<file path="config.mk">
export PLATFORM = sky130hd
export DESIGN_NAME = casd_datapath
export DESIGN_NICKNAME = d
export VERILOG_FILES = /design/src/hdl/casd_pkg.sv /design/src/hdl/casd_datapath.sv
export SDC_FILE = /design/constraint.sdc
export NUM_CORES = 1
export LEC_CHECK = 0
export ABC_CLOCK_PERIOD_IN_PS = 6200
export BUFFER_PORTS_ARGS = -buffer_cell sky130_fd_sc_hd__buf_2
export CAP_MARGIN = 20
export CORE_ASPECT_RATIO = 0.7
export CORE_MARGIN = 10
export CORE_UTILIZATION = 55
export DETAILED_ROUTE_END_ITERATION = 10
export GPL_TIMING_DRIVEN = 0
export PLACE_DENSITY_LB_ADDON = 0.05
export SYNTH_ARGS = -nofsm -noshare
export SYNTH_HDL_FRONTEND = slang
export SYNTH_SLANG_ARGS = --single-unit
export TNS_END_PERCENT = 1
</file>
<file path="constraint.sdc">
create_clock -name sys_clk -period 6.2 [get_ports sys_clk]
set_input_delay 0.31 -clock sys_clk [delete_from_list [all_inputs] [get_ports sys_clk]]
set_output_delay 0.31 -clock sys_clk [all_outputs]
set_load 0.03 [all_outputs]
</file>
<file path="src/hdl/casd_pkg.sv">
// package: constants, command and memory carriers for the arithmetic and stack datapath
// Operation
// - exchange swaps acc and memory, flags kept
// - save writes flags and acc, pointer up 2
// - restore drops pointer 2, loads flags and acc
// - add immediate into acc, all flags updated
// - add memory into acc, all flags updated
// - add acc into memory, acc unchanged
// - add with carry into acc
// - add with carry into memory
// - acc plus carry only into acc
// - memory plus carry only into memory
// - negated acc plus memory into acc
// - negated memory plus acc into memory
// - subtract immediate from acc, all flags
// - subtract memory from acc, all flags
// - subtract acc from memory, into memory
// - acc minus memory minus carry into acc
// - memory minus acc minus carry into memory
// - acc minus carry only into acc
// - memory minus carry only into memory
// - memory move into acc sets zero only
package casd_pkg;

    localparam int ADDR_W = 8;
    localparam int DATA_W = 8;
    localparam int APB_AW = 8;

    // apb register byte addresses
    localparam logic [APB_AW-1:0] REG_ACC    = 8'h00;
    localparam logic [APB_AW-1:0] REG_FLAGS  = 8'h04;
    localparam logic [APB_AW-1:0] REG_SP     = 8'h08;
    localparam logic [APB_AW-1:0] REG_STATUS = 8'h0C;

    // reset values and pointer steps
    localparam logic [DATA_W-1:0] ACC_RESET = 8'h00;
    localparam logic [ADDR_W-1:0] SP_RESET  = 8'h00;
    localparam logic [ADDR_W-1:0] SP_STEP   = 8'h02;
    localparam logic [ADDR_W-1:0] SP_HI_OFS = 8'h01;
    localparam int                STATUS_BUSY_BIT = 0;

    typedef enum logic [4:0] {
        OP_NOP, OP_XCH, OP_PUSHAF, OP_POPAF, OP_MOV_AM,
        OP_ADD_AI, OP_ADD_AM, OP_ADD_MA, OP_ADDC_AM, OP_ADDC_MA, OP_ADDC_A, OP_ADDC_M,
        OP_NADD_AM, OP_NADD_MA,
        OP_SUB_AI, OP_SUB_AM, OP_SUB_MA, OP_SUBC_AM, OP_SUBC_MA, OP_SUBC_A, OP_SUBC_M
    } casd_op_e;

    // flag byte: bit0 zero, bit1 carry, bit2 half carry, bit3 signed wrap
    typedef struct packed {
        logic signed_wrap_flag;
        logic half_carry_flag;
        logic carry_flag;
        logic zero_flag;
    } casd_flags_s;

    localparam casd_flags_s FLAGS_RESET = 4'h0;

    typedef struct packed {
        casd_op_e          op;
        logic [ADDR_W-1:0] addr;
        logic [DATA_W-1:0] imm;
    } casd_cmd_s;

    typedef struct packed {
        logic              re;
        logic              we;
        logic [ADDR_W-1:0] addr;
        logic [DATA_W-1:0] wdata;
    } casd_mem_s;

    typedef struct packed {
        logic [DATA_W-1:0] res;
        casd_flags_s       flags;
    } casd_alu_s;

    typedef struct packed {
        logic              psel;
        logic              penable;
        logic              pwrite;
        logic [APB_AW-1:0] paddr;
        logic [31:0]       pwdata;
    } casd_apb_req_s;

endpackage

</file>
<file path="src/hdl/casd_datapath.sv">
// module: arithmetic, exchange and stack datapath with apb register access
`timescale 1ns/1ns
module casd_datapath (
    input  wire logic                    sys_clk,
    input  wire logic                    rst_n,
    input  wire casd_pkg::casd_apb_req_s apb_req,
    output logic [31:0]                  prdata,
    output logic                         pready,
    output logic                         pslverr,
    input  wire logic                    cmd_valid,
    input  wire casd_pkg::casd_cmd_s     cmd,
    output logic                         cmd_ready,
    output logic                         done,
    output casd_pkg::casd_mem_s          mem_req,
    input  wire logic [7:0]              mem_rdata,
    output logic [7:0]                   acc,
    output casd_pkg::casd_flags_s        flags,
    output logic [7:0]                   stack_ptr
);
    import casd_pkg::*;

    typedef enum logic [2:0] {
        ST_IDLE, ST_READ, ST_EXEC, ST_PUSH2, ST_POP_FLAG, ST_POP_ACC, ST_POP_END
    } casd_state_e;

    typedef struct packed {
        casd_state_e       state;
        casd_op_e          op;
        logic [ADDR_W-1:0] addr;
        logic [DATA_W-1:0] acc;
        casd_flags_s       flags;
        logic [ADDR_W-1:0] sp;
        casd_mem_s         mem;
        logic [31:0]       prdata;
        logic              done;
    } casd_regs_s;

    casd_regs_s st;
    casd_regs_s next_st;

    // add or subtract with carry in, flags from the 9-bit and nibble results
    function automatic casd_alu_s casd_alu(input logic [7:0] a, input logic [7:0] b,
                                           input logic cin, input logic sub);
        logic [8:0] full;
        logic [4:0] half;
        casd_alu_s  r;
        if (sub) begin
            full = {1'b0, a} - {1'b0, b} - {8'h00, cin};
            half = {1'b0, a[3:0]} - {1'b0, b[3:0]} - {4'h0, cin};
            r.flags.signed_wrap_flag = (a[7] != b[7]) && (full[7] != a[7]);
        end else begin
            full = {1'b0, a} + {1'b0, b} + {8'h00, cin};
            half = {1'b0, a[3:0]} + {1'b0, b[3:0]} + {4'h0, cin};
            r.flags.signed_wrap_flag = (a[7] == b[7]) && (full[7] != a[7]);
        end
        r.res                   = full[7:0];
        r.flags.carry_flag      = full[8];
        r.flags.half_carry_flag = half[4];
        r.flags.zero_flag       = (full[7:0] == 8'h00);
        return r;
    endfunction

    // ops whose result goes back to the memory byte
    function automatic logic casd_dest_mem(input casd_op_e op);
        return op inside {OP_ADD_MA, OP_ADDC_MA, OP_ADDC_M, OP_NADD_MA,
                          OP_SUB_MA, OP_SUBC_MA, OP_SUBC_M};
    endfunction

    // ops that need no memory operand
    function automatic logic casd_no_mem(input casd_op_e op);
        return op inside {OP_NOP, OP_PUSHAF, OP_POPAF, OP_ADD_AI, OP_ADDC_A,
                          OP_SUB_AI, OP_SUBC_A};
    endfunction

    function automatic logic casd_reg_hit(input logic [APB_AW-1:0] a);
        return a inside {REG_ACC, REG_FLAGS, REG_SP, REG_STATUS};
    endfunction

    logic      accept;
    logic      apb_wr;
    casd_op_e  cur_op;
    logic [7:0] cur_imm;
    logic [7:0] opx;
    logic [7:0] opy;
    logic      opc;
    logic      opsub;
    casd_alu_s alu;

    assign cmd_ready = (st.state == ST_IDLE);
    assign accept    = cmd_valid && cmd_ready;
    assign apb_wr    = apb_req.psel && apb_req.penable && apb_req.pwrite;
    assign pready    = 1'b1;
    assign pslverr   = apb_req.psel && apb_req.penable && !casd_reg_hit(apb_req.paddr);
    assign cur_op    = accept ? cmd.op : st.op;
    assign cur_imm   = cmd.imm;

    // operand selection for the shared adder
    always_comb begin
        opx   = st.acc;
        opy   = mem_rdata;
        opc   = 1'b0;
        opsub = 1'b0;
        unique case (cur_op)
            OP_ADD_AI:  opy = cur_imm;
            OP_ADD_AM, OP_ADD_MA: opc = 1'b0;
            OP_ADDC_AM, OP_ADDC_MA: opc = st.flags.carry_flag;
            OP_ADDC_A: begin
                opy = 8'h00;
                opc = st.flags.carry_flag;
            end
            OP_ADDC_M: begin
                opx = mem_rdata;
                opy = 8'h00;
                opc = st.flags.carry_flag;
            end
            OP_NADD_AM: begin
                opx   = mem_rdata;
                opy   = st.acc;
                opsub = 1'b1;
            end
            OP_NADD_MA: opsub = 1'b1;
            OP_SUB_AI: begin
                opy   = cur_imm;
                opsub = 1'b1;
            end
            OP_SUB_AM: opsub = 1'b1;
            OP_SUB_MA: begin
                opx   = mem_rdata;
                opy   = st.acc;
                opsub = 1'b1;
            end
            OP_SUBC_AM: begin
                opc   = st.flags.carry_flag;
                opsub = 1'b1;
            end
            OP_SUBC_MA: begin
                opx   = mem_rdata;
                opy   = st.acc;
                opc   = st.flags.carry_flag;
                opsub = 1'b1;
            end
            OP_SUBC_A: begin
                opy   = 8'h00;
                opc   = st.flags.carry_flag;
                opsub = 1'b1;
            end
            OP_SUBC_M: begin
                opx   = mem_rdata;
                opy   = 8'h00;
                opc   = st.flags.carry_flag;
                opsub = 1'b1;
            end
            OP_NOP, OP_XCH, OP_PUSHAF, OP_POPAF, OP_MOV_AM: opc = 1'b0;
        endcase
        alu = casd_alu(opx, opy, opc, opsub);
    end

    // sequencer, datapath and register file
    always_comb begin
        next_st        = st;
        next_st.mem.re = 1'b0;
        next_st.mem.we = 1'b0;
        next_st.done   = 1'b0;
        unique case (st.state)
            ST_IDLE: begin
                if (accept) begin
                    next_st.op   = cmd.op;
                    next_st.addr = cmd.addr;
                    if (cmd.op == OP_PUSHAF) begin
                        next_st.mem.we    = 1'b1;
                        next_st.mem.addr  = st.sp;
                        next_st.mem.wdata = {4'h0, st.flags};
                        next_st.state     = ST_PUSH2;
                    end else if (cmd.op == OP_POPAF) begin
                        next_st.sp       = st.sp - SP_STEP;
                        next_st.mem.re   = 1'b1;
                        next_st.mem.addr = st.sp - SP_STEP;
                        next_st.state    = ST_POP_FLAG;
                    end else if (casd_no_mem(cmd.op)) begin
                        if (cmd.op != OP_NOP) begin
                            next_st.acc   = alu.res;
                            next_st.flags = alu.flags;
                        end
                        next_st.done = 1'b1;
                    end else begin
                        next_st.mem.re   = 1'b1;
                        next_st.mem.addr = cmd.addr;
                        next_st.state    = ST_READ;
                    end
                end
            end
            ST_READ: next_st.state = ST_EXEC;
            ST_EXEC: begin
                next_st.state = ST_IDLE;
                next_st.done  = 1'b1;
                if (st.op == OP_XCH) begin
                    next_st.mem.we    = 1'b1;
                    next_st.mem.addr  = st.addr;
                    next_st.mem.wdata = st.acc;
                    next_st.acc       = mem_rdata;
                end else if (st.op == OP_MOV_AM) begin
                    next_st.acc             = mem_rdata;
                    next_st.flags.zero_flag = (mem_rdata == 8'h00);
                end else if (casd_dest_mem(st.op)) begin
                    next_st.mem.we    = 1'b1;
                    next_st.mem.addr  = st.addr;
                    next_st.mem.wdata = alu.res;
                    next_st.flags     = alu.flags;
                end else begin
                    next_st.acc   = alu.res;
                    next_st.flags = alu.flags;
                end
            end
            ST_PUSH2: begin
                next_st.mem.we    = 1'b1;
                next_st.mem.addr  = st.sp + SP_HI_OFS;
                next_st.mem.wdata = st.acc;
                next_st.sp        = st.sp + SP_STEP;
                next_st.done      = 1'b1;
                next_st.state     = ST_IDLE;
            end
            ST_POP_FLAG: begin
                next_st.mem.re   = 1'b1;
                next_st.mem.addr = st.sp + SP_HI_OFS;
                next_st.state    = ST_POP_ACC;
            end
            ST_POP_ACC: begin
                next_st.flags = casd_flags_s'(mem_rdata[3:0]);
                next_st.state = ST_POP_END;
            end
            ST_POP_END: begin
                next_st.acc   = mem_rdata;
                next_st.done  = 1'b1;
                next_st.state = ST_IDLE;
            end
        endcase
        // register read data is captured in the setup cycle
        if (apb_req.psel && !apb_req.penable) begin
            unique case (apb_req.paddr)
                REG_ACC:    next_st.prdata = {24'h000000, st.acc};
                REG_FLAGS:  next_st.prdata = {28'h0000000, st.flags};
                REG_SP:     next_st.prdata = {24'h000000, st.sp};
                REG_STATUS: next_st.prdata = {31'h00000000, st.state != ST_IDLE};
                default:    next_st.prdata = 32'h00000000;
            endcase
        end
        // software writes take priority over the datapath in the same cycle
        if (apb_wr) begin
            unique case (apb_req.paddr)
                REG_ACC:   next_st.acc   = apb_req.pwdata[7:0];
                REG_FLAGS: next_st.flags = casd_flags_s'(apb_req.pwdata[3:0]);
                REG_SP:    next_st.sp    = apb_req.pwdata[7:0];
                default:   next_st.sp    = next_st.sp;
            endcase
        end
    end

    always_ff @(posedge sys_clk or negedge rst_n) begin
        if (!rst_n) begin
            st        <= '0;
            st.state  <= ST_IDLE;
            st.op     <= OP_NOP;
            st.acc    <= ACC_RESET;
            st.flags  <= FLAGS_RESET;
            st.sp     <= SP_RESET;
        end else begin
            st <= next_st;
        end
    end

    assign prdata    = st.prdata;
    assign done      = st.done;
    assign mem_req   = st.mem;
    assign acc       = st.acc;
    assign flags     = st.flags;
    assign stack_ptr = st.sp;

    // qualifiers shared by the result checks
    logic       exec_cyc;
    logic [7:0] carry_byte;
    assign exec_cyc   = (st.state == ST_EXEC) && !apb_wr;
    assign carry_byte = {7'h00, st.flags.carry_flag};
endmodule

</file>
==> results.sh <==
export IMPL_path_max_fanout=10
export IMPL_synth_sequential_area_ratio=0.2548
export IMPL_cts_tree="yes"
export IMPL_final_nets=1011
export IMPL_yosys_warnings=0
export IMPL_route_antenna_remaining_nets=0
export IMPL_synthesis_area_um2=6187
export IMPL_pin_count=149
export IMPL_initial_utilization=0.5619
export IMPL_clk_latency_ps=340
export IMPL_grt_first_pass_wirelength_um=34710
export IMPL_rows=32
export IMPL_synth_cells=777
export IMPL_clock_skew_ps=7.076
export IMPL_post_synth_top_count_cell="nand2_1"
export IMPL_fmax_mhz=172.0
export IMPL_die_area_um2=15960
export IMPL_die_height_um=108.7
export IMPL_dr_first_iter_drc_count=1039
export IMPL_p_sw_frac=0.5167
export IMPL_final_hold_violation_count=0
export IMPL_grt_pass1_vias=6377
export IMPL_antenna_cells_inserted=0
export IMPL_grt_overflow_total=0
export IMPL_hp_class="input pin to async pin"
export IMPL_synth_flop_cell="dfrtp_1"
export IMPL_p_leak_nw=3.491
export IMPL_cts_root_buf="clkbuf_16"
export IMPL_synth_avg_cell_area_um2=7.963
export IMPL_setup_worst_path_end_class="flip-flop"
export IMPL_fin_area_um2=7330
export IMPL_worst_slew_margin_rel=0.3250
export IMPL_ys_top_cells_by_count="nand2_1 (96), buf_4 (72), dfrtp_1 (63), nor2_1 (56), a21oi_1 (53)"
export IMPL_vias_per_cell=6.140
export IMPL_peakVddDrop_uv=520.2
export IMPL_post_synth_top_area_cell="dfrtp_1"
export IMPL_placeableCoreArea_um2=11010
export IMPL_netSwitchingPower_mw=2.441
export IMPL_cp_required_ps=6410
export IMPL_drt_first_pass_iters=7
export IMPL_status="complete, no violations"
export IMPL_groute_usage_overall=0.2696
export IMPL_finalMaxSlewViolations=0
export IMPL_power_combinational_fraction=0.715
export IMPL_synthArstFlopShare=1.000
export IMPL_fillers=929
export IMPL_final_min_clock_period_ps=5813
export IMPL_grt_antenna_before_repair=0
export IMPL_wl_per_cell_um=20.41
export IMPL_drive_above_1_share=0.2470
export IMPL_powerDensity_nw_per_um2=644.4
export IMPL_r2r_setup_slack_ps=390
export IMPL_wl_um=21800
export IMPL_synth_enable_flop_cells=0
export IMPL_transition_time_at_the_pin_with_the_least_slew_margin_ps=1012
export IMPL_p_int_mw=2.283
export IMPL_synth_seq_cells=63
export IMPL_detail_route_drc_violations=0
export IMPL_power_clock_fraction=0.129
export IMPL_io_buffers=97
export IMPL_clk_path_buf_depth=2
export IMPL_final_setup_tns_ps=0
export IMPL_crit_type="flip-flop to flip-flop"
export IMPL_dr_total_vias=6557
export IMPL_cts_made_buffers=9
export IMPL_fraction_of_synthesized_cell_area_taken_by_the_top_area_cell_type=0.2548
export IMPL_level_count_of_the_clock_h_tree=3
export IMPL_synth_area_top_cells="dfrtp_1 (25%), buf_4 (8.7%), nand2_1 (5.8%)"
export IMPL_critPathArrivalTime_ps=6020
export IMPL_syn2layout_area_growth_pct=18.46
export IMPL_die_w_um=146.8
export IMPL_maximum_number_of_pins_on_one_net_before_global_route_repair=64
export IMPL_clk_pin_slew_worst_paths_ps=60
export IMPL_cp_start_kind="flip-flop"
export IMPL_clkSinkCount=63
export IMPL_power_total_mw=4.723
export IMPL_post_route_period_util=0.9375
export IMPL_power_share_sequential=0.155
export IMPL_gp_routability_congestion=1.023
export IMPL_count_of_cell_types_in_the_netlist=78
export IMPL_setup_viol=0
export IMPL_post_dp_hpwl_um=17070
export IMPL_placed_cell_area_um2=6953
export IMPL_maxCapViolCount=0
export IMPL_grt_setup_unrepaired="no"
placed cells by master (no fill, tap or decap), drive strengths merged, types with 10 or more instances in the layout:
cell type,n
a21oi,53
a222oi,16
buf,183
clkbuf,40
conb,25
dfrtp,63
ha,22
inv,40
mux2,10
mux2i,17
nand2,96
nand2b,13
nand3,16
nor2,58
nor3,19
o21a,11
o21ai,56
o31ai,10
xnor2,17
registers in the layout (all words and copies together), names as in the netlist:
signal     cells
prdata         8
done           1
mem_req       18
stack_ptr      8
flags          4
acc            8
st            16
final timing paths:
check | start | end | cells past startpoint
worst max-delay path | st[84]$_DFFE_PN0P_ | acc[4]$_DFF_PN0_ | 18
worst min-delay path | rst_n | st[79]$_DFFE_PN0P_ | 1
worst max register to register | st[84]$_DFFE_PN0P_ | acc[4]$_DFF_PN0_ | 18
worst min register to register | st[76]$_DFFE_PN0P_ | st[76]$_DFFE_PN0P_ | 2
max in group asynchronous | rst_n | mem_req[0]$_DFFE_PN0P_ | 1
min in group sys_clk | cmd[14] | st[77]$_DFFE_PN0P_ | 3
worst max-delay path, cell delays in order (launching register included):
cell and delay (ps):
dfrtp_1 370, buf_2 180, or4b_4 530, buf_6 150
buf_12 150, mux2i_1 140, inv_1 150, nand3_1 100
a21oi_1 790, a222oi_1 270, fa_1 520, fa_1 410
o21ai_0 290, o21ai_0 190, xnor2_1 150, o21ai_0 520
a21oi_1 150, a2111oi_0 490, a21oi_1 130
stage by stage:
stage | hold slack (ps) | setup slack [ps] | util | cells
5_1_grt | 131.3 | 43.50 | 0.6657 | 1068
2_1_floorplan | 14.41 | 1267 | - | 800
6_report | 54.28 | 387.4 | 0.6657 | 1068
3_5_place_dp | 471.5 | 175.6 | 0.6315 | 1050
3_3_place_gp | 461.5 | 325.9 | 0.6313 | 1050
4_1_cts | 113.2 | 142.8 | 0.6638 | 1066
layer usage:
layer	GRT usage	up-vias	wire, µm
li1	-	2980	-
met1	0.3768	3071	9643
met2	0.3833	463	8764
met3	0.1006	43	3141
met4	0.06624	0	250
met5	0	-	0
kinds of logic after synthesis:
kind of cell | count (synthesis) | share of synthesized area
and+or+nand+nor | 256 | 0.2049
DFF | 63 | 0.2548
other | 2 | 0.001214
muxes | 27 | 0.05035
AOI/OAI and AO/OA | 226 | 0.2554
xor gates and xnor gates | 23 | 0.03256
adders and majority gates | 26 | 0.05743
buffers and inverters | 154 | 0.1434
area by class of cell:
type	instances	area [µm²]	share of cell area
Buffer	114	737.0	0.1005
Clock buffer	10	239.0	0.03260
Clock inverter	6	116.4	0.01588
Inverter	40	150.1	0.02048
Multi-Input combinational cell	583	3816	0.5207
Sequential cell	63	1577	0.2151
Tap cell	153	191.4	0.02612
Timing Repair Buffer	99	503.0	0.06862
power by group through the flow:
stage	registers (mW)	clock network, mW	logic [mW]
finish	0.733	0.611	3.38
global route	0.747	0.630	3.67
CTS	0.723	0.613	3.31
detailed placement	0.725	0	3.29
global placement	0.722	0	3.22
floorplan	0.668	0	2.50
timing repair:
item                       4_1_cts  5_1_grt
buffers inserted                 0        1
resized for setup                0        1
hold buffers                     0        0
setup endpoints to repair        0        5
(Power assumes the default switching activity.)
